<file path="src/verilog/mode_ctl_pkg.sv">
`default_nettype none
package mode_ctl_pkg;
  // ---------------------------------------------------------------
  // timing, in own units and in 100 MHz cycles
  // ---------------------------------------------------------------
  localparam int unsigned CLK_HZ        = 100_000_000;
  localparam int unsigned BOOT_MS       = 1750;
  localparam int unsigned GYRO_WAKE_MS  = 60;
  localparam int unsigned ACCEL_WAKE_MS = 3;
  localparam int unsigned MAG_WAKE_MS   = 12;
  localparam int unsigned OFF_STEP_US   = 40;
  localparam int unsigned SETTLE_PERIODS = 3;
  localparam int unsigned CYC_PER_MS    = CLK_HZ / 1000;
  localparam int unsigned BOOT_CYC      = BOOT_MS * CYC_PER_MS;
  localparam int unsigned GYRO_WAKE_CYC = GYRO_WAKE_MS * CYC_PER_MS;
  localparam int unsigned ACCEL_WAKE_CYC = ACCEL_WAKE_MS * CYC_PER_MS;
  localparam int unsigned MAG_WAKE_CYC  = MAG_WAKE_MS * CYC_PER_MS;
  localparam int unsigned OFF_STEP_CYC  = OFF_STEP_US * (CLK_HZ / 1_000_000);
  // ---------------------------------------------------------------
  // rate field patterns
  // ---------------------------------------------------------------
  localparam logic [3:0] RATE_DEFAULT   = 4'h0;
  localparam logic [1:0] RATE_LP_TOP    = 2'h3;
  localparam int unsigned RATE_W        = 4;
  // ---------------------------------------------------------------
  // types
  // ---------------------------------------------------------------
  typedef struct packed {
    logic       accel_on;
    logic       gyro_on;
    logic       magnetometer_on;
    logic       fusion_on;
    logic       gyro_snooze;
    logic       poll_on_request;
    logic [3:0] accel_rate_select;
  } sensor_cfg_t;
  typedef enum logic [3:0] {
    MODE_DEFAULT, MODE_LOW_POWER, MODE_ACCEL, MODE_ACCEL_LP,
    MODE_GYRO_SNOOZE, MODE_GYRO, MODE_MAG, MODE_COMPASS, MODE_IMU,
    MODE_NINE_AXIS, MODE_ACCEL_SNZ, MODE_ACCEL_MAG_SNZ,
    MODE_FUSION6, MODE_FUSION9, MODE_ON_DEMAND
  } op_mode_t;
  typedef struct packed {
    logic accel_data;
    logic gyro_data;
    logic mag_data;
    logic fusion_data;
    logic gyro_drive;
    logic slow_clock;
  } out_sel_t;
endpackage : mode_ctl_pkg
`default_nettype wire

</file>
<file path="src/verilog/rate_tick.sv">
`timescale 1ns/1ps
`default_nettype none
// one-cycle pulse every period_cyc cycles; restarts on i_restart
module rate_tick #(
  parameter int unsigned CNT_W = 24
) (
  input  wire logic             i_ref_clk,
  input  wire logic             i_rst_n,
  input  wire logic             i_restart,
  input  wire logic [CNT_W-1:0] i_period_cyc,
  output logic                  o_tick
);
  logic [CNT_W-1:0] count;           // cycles in current period
  // elaboration guard: a one-bit counter cannot hold a period
  if (CNT_W < 2) begin : g_bad_width
    $error("rate_tick: CNT_W too small");
  end
  // -----------------------------------------------------------------
  // divider
  // -----------------------------------------------------------------
  always_ff @(posedge i_ref_clk) begin
    if (!i_rst_n || i_restart) begin
      count <= '0;
    end else if (count + 1'b1 >= i_period_cyc) begin
      count <= '0;
    end else begin
      count <= count + 1'b1;
    end
  end
  assign o_tick = i_rst_n && !i_restart && (count + 1'b1 >= i_period_cyc);
endmodule : rate_tick
`default_nettype wire

</file>
<file path="src/verilog/sensor_operating_mode_control.sv">
`timescale 1ns/1ps
`default_nettype none
module sensor_operating_mode_control #(
  parameter int unsigned BOOT_CYCLES  = mode_ctl_pkg::BOOT_CYC,
  parameter int unsigned GYRO_CYCLES  = mode_ctl_pkg::GYRO_WAKE_CYC,
  parameter int unsigned ACCEL_CYCLES = mode_ctl_pkg::ACCEL_WAKE_CYC,
  parameter int unsigned MAG_CYCLES   = mode_ctl_pkg::MAG_WAKE_CYC,
  parameter int unsigned CNT_W        = 28
) (
  input  wire logic                      i_ref_clk,
  input  wire logic                      i_rst_n,
  input  wire logic                      i_soft_reset,
  input  wire logic                      i_cfg_write,
  input  wire mode_ctl_pkg::sensor_cfg_t i_cfg,
  input  wire logic [23:0]               i_odr_period_cyc,
  input  wire logic                      i_poll_req,
  output logic                           o_booted,
  output mode_ctl_pkg::op_mode_t         o_mode,
  output mode_ctl_pkg::out_sel_t         o_out_sel,
  output logic                           o_data_ready_pin,
  output logic                           o_data_valid,
  output logic                           o_settled,
  output logic                           o_sensors_off,
  output logic                           o_poll_ack
);
  import mode_ctl_pkg::*;

  // elaboration guard: the boot count must fit the phase timer
  if (CNT_W < 24 || BOOT_CYCLES >= (64'd1 << CNT_W)) begin : g_bad_width
    $error("sensor_operating_mode_control: CNT_W too narrow");
  end

  // -----------------------------------------------------------------
  // state
  // -----------------------------------------------------------------
  typedef enum logic [2:0] {
    ST_BOOT, ST_IDLE, ST_WAKE, ST_SETTLE, ST_RUN, ST_SHUTDOWN, ST_OFFSTEP
  } seq_t;
  seq_t          seq;              // sequencer state
  sensor_cfg_t   cfg;              // held configuration
  logic [CNT_W-1:0] timer;         // countdown for current phase
  logic [1:0]    periods;          // rate periods counted
  logic          odr_tick;         // one pulse per rate period
  logic          tick_restart;     // realign divider to phase start
  op_mode_t      next_mode;        // decoded mode
  out_sel_t      next_sel;         // decoded output routing
  logic [CNT_W-1:0] wake_cyc;      // wake time of decoded mode
  logic          lp_rate;          // rate field is 11xx
  logic          any_sensor;       // some sensor powered

  assign lp_rate    = cfg.accel_rate_select[3:2] == RATE_LP_TOP;
  assign any_sensor = cfg.accel_on | cfg.gyro_on | cfg.magnetometer_on;

  // -----------------------------------------------------------------
  // mode decode from held fields
  // -----------------------------------------------------------------
  always_comb begin
    next_sel = '0;
    next_sel.slow_clock = lp_rate;
    if (!any_sensor) begin
      next_mode = lp_rate ? MODE_LOW_POWER : MODE_DEFAULT;
    end else if (cfg.accel_on && cfg.gyro_on && cfg.fusion_on &&
                 cfg.poll_on_request) begin
      next_mode = MODE_ON_DEMAND;
      next_sel.fusion_data = 1'b1;
      next_sel.gyro_drive  = 1'b1;
      next_sel.mag_data    = cfg.magnetometer_on;
    end else if (cfg.accel_on && cfg.gyro_on && cfg.fusion_on &&
                 cfg.magnetometer_on) begin
      next_mode = MODE_FUSION9;
      next_sel.fusion_data = 1'b1;
      next_sel.mag_data    = 1'b1;
      next_sel.gyro_drive  = 1'b1;
    end else if (cfg.accel_on && cfg.gyro_on && cfg.fusion_on &&
                 !cfg.accel_rate_select[3]) begin
      next_mode = MODE_FUSION6;
      next_sel.fusion_data = 1'b1;
      next_sel.gyro_drive  = 1'b1;
    end else if (cfg.accel_on && cfg.gyro_on && cfg.gyro_snooze) begin
      next_mode = cfg.magnetometer_on ? MODE_ACCEL_MAG_SNZ
                                      : MODE_ACCEL_SNZ;
      next_sel.accel_data = 1'b1;
      next_sel.mag_data   = cfg.magnetometer_on;
      next_sel.gyro_drive = 1'b1;
    end else if (cfg.accel_on && cfg.gyro_on && !lp_rate) begin
      next_mode = cfg.magnetometer_on ? MODE_NINE_AXIS
                                      : MODE_IMU;
      next_sel.accel_data = 1'b1;
      next_sel.gyro_data  = 1'b1;
      next_sel.gyro_drive = 1'b1;
      next_sel.mag_data   = cfg.magnetometer_on;
    end else if (cfg.accel_on && !cfg.gyro_on && cfg.magnetometer_on &&
                 !lp_rate) begin
      next_mode = MODE_COMPASS;
      next_sel.accel_data = 1'b1;
      next_sel.mag_data   = 1'b1;
    end else if (!cfg.accel_on && !cfg.gyro_on) begin
      next_mode = MODE_MAG;
      next_sel.mag_data = 1'b1;
    end else if (cfg.accel_on && !cfg.gyro_on) begin
      next_mode = lp_rate ? MODE_ACCEL_LP : MODE_ACCEL;
      next_sel.accel_data = 1'b1;
    end else begin
      // gyro without accel, snoozed or sensing, or accel and gyro unsnoozed at an 11xx rate, sensing
      next_mode = cfg.gyro_snooze ? MODE_GYRO_SNOOZE : MODE_GYRO;
      next_sel.gyro_data  = !cfg.gyro_snooze;
      next_sel.gyro_drive = 1'b1;
    end
  end

  // -----------------------------------------------------------------
  // wake time: slowest powered sensor dominates
  // -----------------------------------------------------------------
  always_comb begin
    wake_cyc = CNT_W'(1);
    if (cfg.gyro_on) begin
      wake_cyc = CNT_W'(GYRO_CYCLES);
    end else if (cfg.magnetometer_on) begin
      wake_cyc = CNT_W'(MAG_CYCLES);
    end else if (cfg.accel_on) begin
      wake_cyc = CNT_W'(ACCEL_CYCLES);
    end
  end

  // -----------------------------------------------------------------
  // rate period divider
  // -----------------------------------------------------------------
  rate_tick #(
    .CNT_W        (24)
  ) u_rate_tick (
    .i_ref_clk    (i_ref_clk),
    .i_rst_n      (i_rst_n),
    .i_restart    (tick_restart),
    .i_period_cyc (i_odr_period_cyc),
    .o_tick       (odr_tick)
  );

  // -----------------------------------------------------------------
  // configuration capture; soft reset returns defaults
  // -----------------------------------------------------------------
  always_ff @(posedge i_ref_clk) begin
    if (!i_rst_n || i_soft_reset) begin
      cfg <= '0;
    end else if (i_cfg_write) begin
      cfg <= i_cfg;
    end
  end

  // restart the divider whenever a timed phase starts
  assign tick_restart = i_cfg_write || (seq == ST_WAKE && timer == '0);

  // -----------------------------------------------------------------
  // sequencer
  // -----------------------------------------------------------------
  always_ff @(posedge i_ref_clk) begin
    if (!i_rst_n || i_soft_reset) begin
      seq     <= ST_BOOT;
      timer   <= CNT_W'(BOOT_CYCLES - 1);
      periods <= '0;
    end else if (i_cfg_write && seq != ST_BOOT) begin
      // any field write restarts timing for the new mode
      periods <= '0;
      if (i_cfg.accel_on | i_cfg.gyro_on | i_cfg.magnetometer_on) begin
        seq   <= ST_WAKE;
        timer <= '0;
      end else if (any_sensor) begin
        seq   <= ST_SHUTDOWN;
        timer <= '0;
      end else begin
        seq   <= ST_OFFSTEP;
        timer <= CNT_W'(OFF_STEP_CYC - 1);
      end
    end else begin
      case (seq)
        ST_BOOT: begin
          if (timer == '0) begin
            seq <= ST_IDLE;
          end else begin
            timer <= timer - 1'b1;
          end
        end
        ST_WAKE: begin
          // timer loaded one cycle after the write
          if (timer == '0) begin
            seq   <= ST_SETTLE;
            timer <= wake_cyc - 1'b1;
          end
        end
        ST_SETTLE: begin
          if (timer != '0) begin
            timer <= timer - 1'b1;
          end else if (odr_tick) begin
            if (periods == 2'(SETTLE_PERIODS - 1)) begin
              seq <= ST_RUN;
            end
            periods <= periods + 1'b1;
          end
        end
        ST_SHUTDOWN: begin
          // finish on the first rate boundary after the write
          if (odr_tick) begin
            seq <= ST_IDLE;
          end
        end
        ST_OFFSTEP: begin
          if (timer == '0) begin
            seq <= ST_IDLE;
          end else begin
            timer <= timer - 1'b1;
          end
        end
        default: begin
        end
      endcase
    end
  end

  // -----------------------------------------------------------------
  // data-ready pin: first edge opens the wake, data one wake later
  // -----------------------------------------------------------------
  logic pin_q;                     // registered pin level
  logic valid_q;                   // data present in outputs
  logic data_live;                 // wake over, outputs refreshed
  // no rate pulses before data, so the host never latches stale words
  assign data_live = (seq == ST_SETTLE && timer == '0) || seq == ST_RUN;
  always_ff @(posedge i_ref_clk) begin
    if (!i_rst_n || i_soft_reset) begin
      pin_q   <= 1'b0;
      valid_q <= 1'b0;
    end else begin
      pin_q   <= seq == ST_WAKE || (data_live && odr_tick);
      valid_q <= data_live;
    end
  end

  // -----------------------------------------------------------------
  // on-demand poll acknowledge
  // -----------------------------------------------------------------
  always_ff @(posedge i_ref_clk) begin
    if (!i_rst_n || i_soft_reset) begin
      o_poll_ack <= 1'b0;
    end else begin
      o_poll_ack <= i_poll_req && seq == ST_RUN &&
                    o_mode == MODE_ON_DEMAND;
    end
  end

  // -----------------------------------------------------------------
  // registered outputs
  // -----------------------------------------------------------------
  always_ff @(posedge i_ref_clk) begin
    if (!i_rst_n || i_soft_reset) begin
      o_mode    <= MODE_DEFAULT;
      o_out_sel <= '0;
    end else if (seq == ST_BOOT) begin
      o_mode    <= MODE_DEFAULT;
      o_out_sel <= '0;
    end else begin
      o_mode    <= next_mode;
      o_out_sel <= (seq == ST_SHUTDOWN || seq == ST_OFFSTEP)
                   ? out_sel_t'({5'h0, next_sel.slow_clock}) : next_sel;
    end
  end

  assign o_booted         = seq != ST_BOOT;
  assign o_data_ready_pin = pin_q;
  assign o_data_valid     = valid_q;
  assign o_settled        = seq == ST_RUN;
  // sensors count as off only once the shutdown period has run out
  assign o_sensors_off    = !any_sensor && seq != ST_SHUTDOWN;
endmodule : sensor_operating_mode_control
`default_nettype wire

</file>
<file path="config.mk">
export PLATFORM = sky130hd
export DESIGN_NAME = sensor_operating_mode_control
export DESIGN_NICKNAME = d
export VERILOG_FILES = /design/src/verilog/mode_ctl_pkg.sv /design/src/verilog/rate_tick.sv /design/src/verilog/sensor_operating_mode_control.sv
export SDC_FILE = /design/constraint.sdc
export NUM_CORES = 1
export LEC_CHECK = 0
export BUFFER_PORTS_ARGS = -buffer_cell sky130_fd_sc_hd__buf_2
export CORE_UTILIZATION = 59
export DETAILED_ROUTE_END_ITERATION = 7
export PLACE_DENSITY = 0.88
export SYNTH_ARGS = -nofsm -noshare
export SYNTH_HDL_FRONTEND = slang
export SYNTH_HIERARCHICAL = 1
export SYNTH_SLANG_ARGS = --single-unit
</file>
<file path="constraint.sdc">
create_clock -name i_ref_clk -period 5.39 [get_ports i_ref_clk]
set_clock_uncertainty 0.1 [all_clocks]
set_input_delay 0.2695 -clock i_ref_clk [delete_from_list [all_inputs] [get_ports i_ref_clk]]
set_output_delay 0.2695 -clock i_ref_clk [all_outputs]
set_load 0.1 [all_outputs]
</file>
### Yosys cells after proc, flatten, opt, wreduce, memory -nomap -nowiden

Cells that the tools add are included.

| word-level totals | value |
|---|---|
| bits in registers | 80 |
| output and inout port bits | 16 |
| logic and storage cells | 154 |

| cells by class | value |
|---|---|
| $add $sub $neg | 4 |
| magnitude comparators | 1 |
| equality and inequality tests | 17 |
| muxes and demuxes | 55 |
| bitwise gates (word level) | 6 |
| reductions and logical operators | 50 |

Operator list:

| cell | number |
|---|---|
| 28-bit 2-to-1 mux | 4 |
| 28-bit one-hot mux with 3 select lines | 1 |
| 28-bit by 1-bit subtractor with 28-bit output, second input constant | 2 |
| 3-bit 2-to-1 mux | 15 |
| 28-bit zero test | 1 |
| 28-bit nonzero test | 1 |
| 24-bit by 1-bit adder with 24-bit output, second input constant | 1 |
| 24-bit >= comparator | 1 |
| 12-bit 2-to-1 mux | 2 |
| 4-bit 2-to-1 mux | 6 |
| 3-bit != test, second input constant | 8 |
| 23-bit 2-to-1 mux | 1 |
| 1-bit 2-to-1 mux | 21 |
| 21-bit 2-to-1 mux | 1 |
| 1-bit logical AND | 20 |
| 19-bit 2-to-1 mux | 1 |
| 3-bit one-hot mux with 4 select lines | 1 |
| 3-bit equality test, second input constant | 3 |
| 1-bit zero test | 8 |
| 2-bit OR reduction | 4 |
| 8-bit OR reduction | 1 |
| 7-bit AND reduction | 1 |
| 7-bit OR reduction | 1 |
| 3-bit by 2-bit equality test with 1-bit output, second input constant | 2 |
| other kinds (15) | 26 |

### Logic depth before layout (Yosys ltp)

| depth | value |
|---|---|
| depth in word-level cells | 11 |
| depth in mapped cells | 18 |
| mapped depth without buffers | 18 |

### By module

Netlist, hierarchy kept.

Modules (own cells, without submodules):

| module | times used | cells each | area an instance (µm²) |
|---|---|---|---|
| sensor_operating_mode_control | 1 | 435 | 3335.7 |
| rate_tick | 1 | 219 | 1859.3 |

### Least setup slack after synthesis

OpenSTA, ideal clock, no wires.

| timing | value |
|---|---|
| path kind | reg2reg |
| from | register u_rate_tick.count[0] |
| to | register seq[1] |
| library setup time | 0.132 ns |
| arrival time | 3.386 ns |
| slack | 1.772 ns |
| cell stages (with the launch flop) | 19 |
| buffers on the path | 0 |
| cells stage by stage | dfxtp_1 ha_1 nand4_1 or2_2 nor3_1 xor2_1 ha_1 nand4_1 nor4_1 nand2_1 nor2_1 o41a_1 nand2_1 o21ai_0 nand2_1 nand2_1 o21ai_0 o21ai_0 a21oi_1 |

| between the ends | value |
|---|---|
| longest elaborated chain between the ends | 5 |
| elaborated cells between the ends (all ways) | 6 |
| those cells by class | add/sub (1); order compare (1); eq/ne (2); reduce/logical (2) |

RTL lines:

| element | RTL line | source |
|---|---|---|
| start: declaration | rate_tick.sv:13 | `logic [CNT_W-1:0] count;` |
| start signal: assignment | rate_tick.sv:27 | `count <= count + 1'b1;` |
| 24-bit by 1-bit adder with 24-bit output * | rate_tick.sv:30 | `assign o_tick = i_rst_n && !i_restart && (count + 1'b1 >= i_period_cyc);` |
| 24-bit >= comparator * | rate_tick.sv:30 |  |
| 1-bit logical AND * | rate_tick.sv:30 |  |
| named net odr_tick | sensor_operating_mode_control.sv:43 | `logic odr_tick;` |
| 3-bit != test (no line) | - |  |
| 7-bit AND reduction (no line) * | - |  |
| end signal: assignment | sensor_operating_mode_control.sv:157 | `seq <= ST_BOOT;` |
| end signal: assignment | sensor_operating_mode_control.sv:164 | `seq <= ST_WAKE;` |
| end signal: assignment | sensor_operating_mode_control.sv:167 | `seq <= ST_SHUTDOWN;` |
| end: declaration | sensor_operating_mode_control.sv:39 | `seq_t seq;` |

Mark *: on every way through the listed nets, which the timed path passes. The rest lies on a longest branch.
A chain may end at the register's enable or synchronous reset.

### Worst setup path after layout

Same ends and word-level chain as after synthesis.

==> flow_summary_export.csv <==
group,metric,value,unit
worst_setup_path,path_common_cell,"nand2_1",
sta,slew_headroom,20.55,%
grt,grt_overflow,0,
worst_setup_path,rrSetupSlack,960,ps
worst_setup_path,crit_chain,"ha_1 > nand4_1 > or2_2 > nor3_1 > xor2_1 > ha_1 > nand4_1 > nor4_1 > nand2_1 > nor2_1 > o41a_1 > nand2_1 > o21ai_0 > nand2_1 > nand2_1 > o21ai_0 > o21ai_0 > a21oi_1",
drt,num_vias,5125,
grt,met2_usage,55.36,%
worst_setup_path,worst_r2r_path_depth,18,
hold_path,min_from,"i_cfg[5]",
layout,nets,756,
worst_setup_path,start_kind,"register",
sta,fmaxAchievable,225.7,MHz
layout,layout_common_cells,"dfxtp_1 (78), nand2_1 (70), nor2_1 (67)",
die,fp.dieArea,0.009184,sq mm
clock_network,cts_htree_levels,3,
yosys,yosys.area.top_type,"dfxtp_1",
yosys,synth.net_count,720,
worst_setup_path,required,5520,ps
grt,use_met1,33.17,%
worst_setup_path,slowest_delay,450,ps
yosys,synth.distinct_cells,76,
clock_network,clock_sink_count,78,
grt,grt_use_met3,7.346,%
worst_setup_path,rr_endpoint,"seq[1]",
worst_setup_path,crit_path_end_kind,"register",
hold_path,hold_end,"cfg[5]",
yosys,synth_seq_cells,78,
run,drv_cap,0,
layout,layout.cells.most_common,"dfxtp_1",
layout,fill_cells,666,
power_and_ir_drop,vdd_drop_max,0.1696,mV
die,die_x,95.84,um
drt,wl_per_cell,16.71,um
die,die_h,95.84,um
drt,wl,13360,um
drt,dr.pass1.iters,5,
yosys,ys_async_sr_fraction,0,%
yosys,synth_area_leaders,"dfxtp_1 (30%), ha_1 (6.5%), nand2_1 (5.1%)",
worst_setup_path,crit_arrival,4570,ps
clock_network,post-cts-setup-buffers,0,
sta,finalCritPeriodShare,82.22,%
power_and_ir_drop,p_leak,2.359,nW
sta,rsz0062_at_grt,"no",
clock_network,ctsLongestPathBuffers,2,
worst_setup_path,worstReg2RegStart,"u_rate_tick/count[0]",
placement,hpwl,9521,um
status,status,"finished, final reports clean",
power_and_ir_drop,p_per_area,194.7,mW/mm^2
grt,grt_pass1_wl,22200,um
sta,setup_viol,0,
power_and_ir_drop,p_total,1.106,mW
yosys,synth_edf_count,0,
grt,antenna_found_initial,0,
sta,tns,0,ps
yosys,syn_avg_cell_area,7.943,sq um
worst_setup_path,path_depth,18,
yosys,yosysTopAreaCellShare,30.06,%
sta,worst_slew_pin_slew,1192,ps
die,rows,33,
clock_network,holdBufCountCts,0,
worst_setup_path,cpLargestDelayFamily,"simple AND/OR/NAND/NOR gates",
grt,grt_max_degree,31,
yosys,synth_cells,654,
sta,final_hold_viol_count,0,
sta,slew_viol_final,0,
clock_network,insertion_delay,370,ps
hold_path,holdPathStages,3,
worst_setup_path,crit_slowest_cell,"nor4_1",
die,coreArea,0.008382,sq mm
clock_network,clkTransAtPathRegs,80,ps
layout,fin_area,0.005684,sq mm
drt,detailedRoute.firstIterationViolations,489,
grt,grtUsageTotal,30.72,%
yosys,synth_area,0.005195,sq mm
die,start_util,61.98,%
layout,diodes,0,
drt,via_per_inst,6.406,
die,io_pins,55,
clock_network,cts_root_buf,"clkbuf_8",
worst_setup_path,crit_type,"register to register",
placement,placedInstanceArea,0.005485,sq mm
yosys,synth_warnings,6,
layout,area_growth,9.417,%
sta,post-route-min-period,4432,ps
grt,first_global_vias,5077,
grt,busiest_layer,"met2",
drt,drc,0,
clock_network,cts_tree,"built",
clock_network,ctsResizeCount,0,
yosys,synthFlopType,"dfxtp_1",
layout,drive_above_1_share,14.96,%
drt,ant_nets,0,
clock_network,numCtsBuffers,9,
hold_path,hold_class,"primary input to register",
placement,gp_congestion,0.9305,
yosys,ys_seq_area_share,30.06,%
placement,portBuffers,52,
worst_setup_path,crit_buf_inv,0,
worst_setup_path,cp_max_fo,6,
[cells by family after synthesis]
family	Yosys count	share of synthesized area, %
buffers and inverters	67	5.491
XOR/XNOR	38	6.407
multiplexers	18	3.540
adder cells (fa/ha/maj)	27	6.503
flip-flops	78	30.06
AO/OA/AOI/OAI	146	18.69
AND/OR/NAND/NOR	280	29.31
[report_power, final]
group / switching, mW / internal (mW)
Sequential: 0.00573 / 0.579
Clock: 0.224 / 0.225
Combinational: 0.0432 / 0.0300
[synth_stat cells, drive strengths merged (8+ instances only)]
master,number
a21oi,40
a31oi,9
buf,15
clkbuf,20
dfxtp,78
ha,27
inv,32
mux2i,15
nand2,70
nand3,22
nand4,15
nor2,68
nor2b,10
nor3,26
nor3b,10
nor4,11
o2111ai,8
o21ai,32
o31ai,8
or3,8
xnor2,20
xor2,18
[final cells by class]
class,count,area (sq um),area share (%)
sequential,78,1562,27.47
timing repair buffer,60,320.3,5.635
tap,105,131.4,2.311
inverter,32,120.1,2.113
clock inverter,6,61.31,1.079
multi-input combinational,509,3352,58.97
clock buffer,10,137.6,2.421
[worst reg2reg max path: cells and delay by family, from the launching register on]
family / cells / cell delay, ps
and+or+nand+nor: 10 / 2200
adders and majority gates: 2 / 540
xor gates and xnor gates: 1 / 150
AOI/OAI and AO/OA: 5 / 900
DFF: 1 / 430
[per-stage QoR]
| stage | hold WS [ps] | cells | setup WS, ps | utilization (%) |
|---|---|---|---|---|
| after floorplan | 317.1 | 654 | 1772 | - |
| after global placement | 346.3 | 784 | 1286 | 65.44 |
| after detailed placement | 361.7 | 784 | 1054 | 65.44 |
| after CTS | 36.71 | 800 | 991.7 | 67.82 |
| after global routing | 50.70 | 800 | 651.7 | 67.82 |
| final | 39.77 | 800 | 958.4 | 67.82 |
[registers in the layout, indices dropped and copies added, names as in the netlist]
| name | count |
|---|---|
| o_poll_ack | 1 |
| periods | 2 |
| o_out_sel | 6 |
| cfg | 8 |
| u_rate_tick/count | 24 |
| o_mode | 4 |
| seq | 3 |
| o_data_ready_pin | 1 |
| o_data_valid | 1 |
| timer | 28 |
[worst max path at each step]
stage	start	end	slack, ps
6_report	u_rate_tick/count[0]	seq[1]	960
5_1_grt	u_rate_tick/count[0]	seq[1]	650
4_1_cts	u_rate_tick/count[0]	seq[1]	990
3_5_place_dp	u_rate_tick/count[0]	seq[1]	1050
3_3_place_gp	u_rate_tick/count[6]	seq[1]	1290
2_1_floorplan	u_rate_tick/count[0]	seq[1]	1770
[metal layers]
| layer | vias to the layer above | wire length [um] | share of wire [%] |
|---|---|---|---|
| li1 | 2439 | - | - |
| met1 | 2387 | 5277 | 39 |
| met2 | 248 | 6742 | 50 |
| met3 | 51 | 953 | 7.1 |
| met4 | 0 | 389 | 2.9 |
| met5 | - | 0 | 0 |
Note: power is estimated with default switching activity, not from simulation.
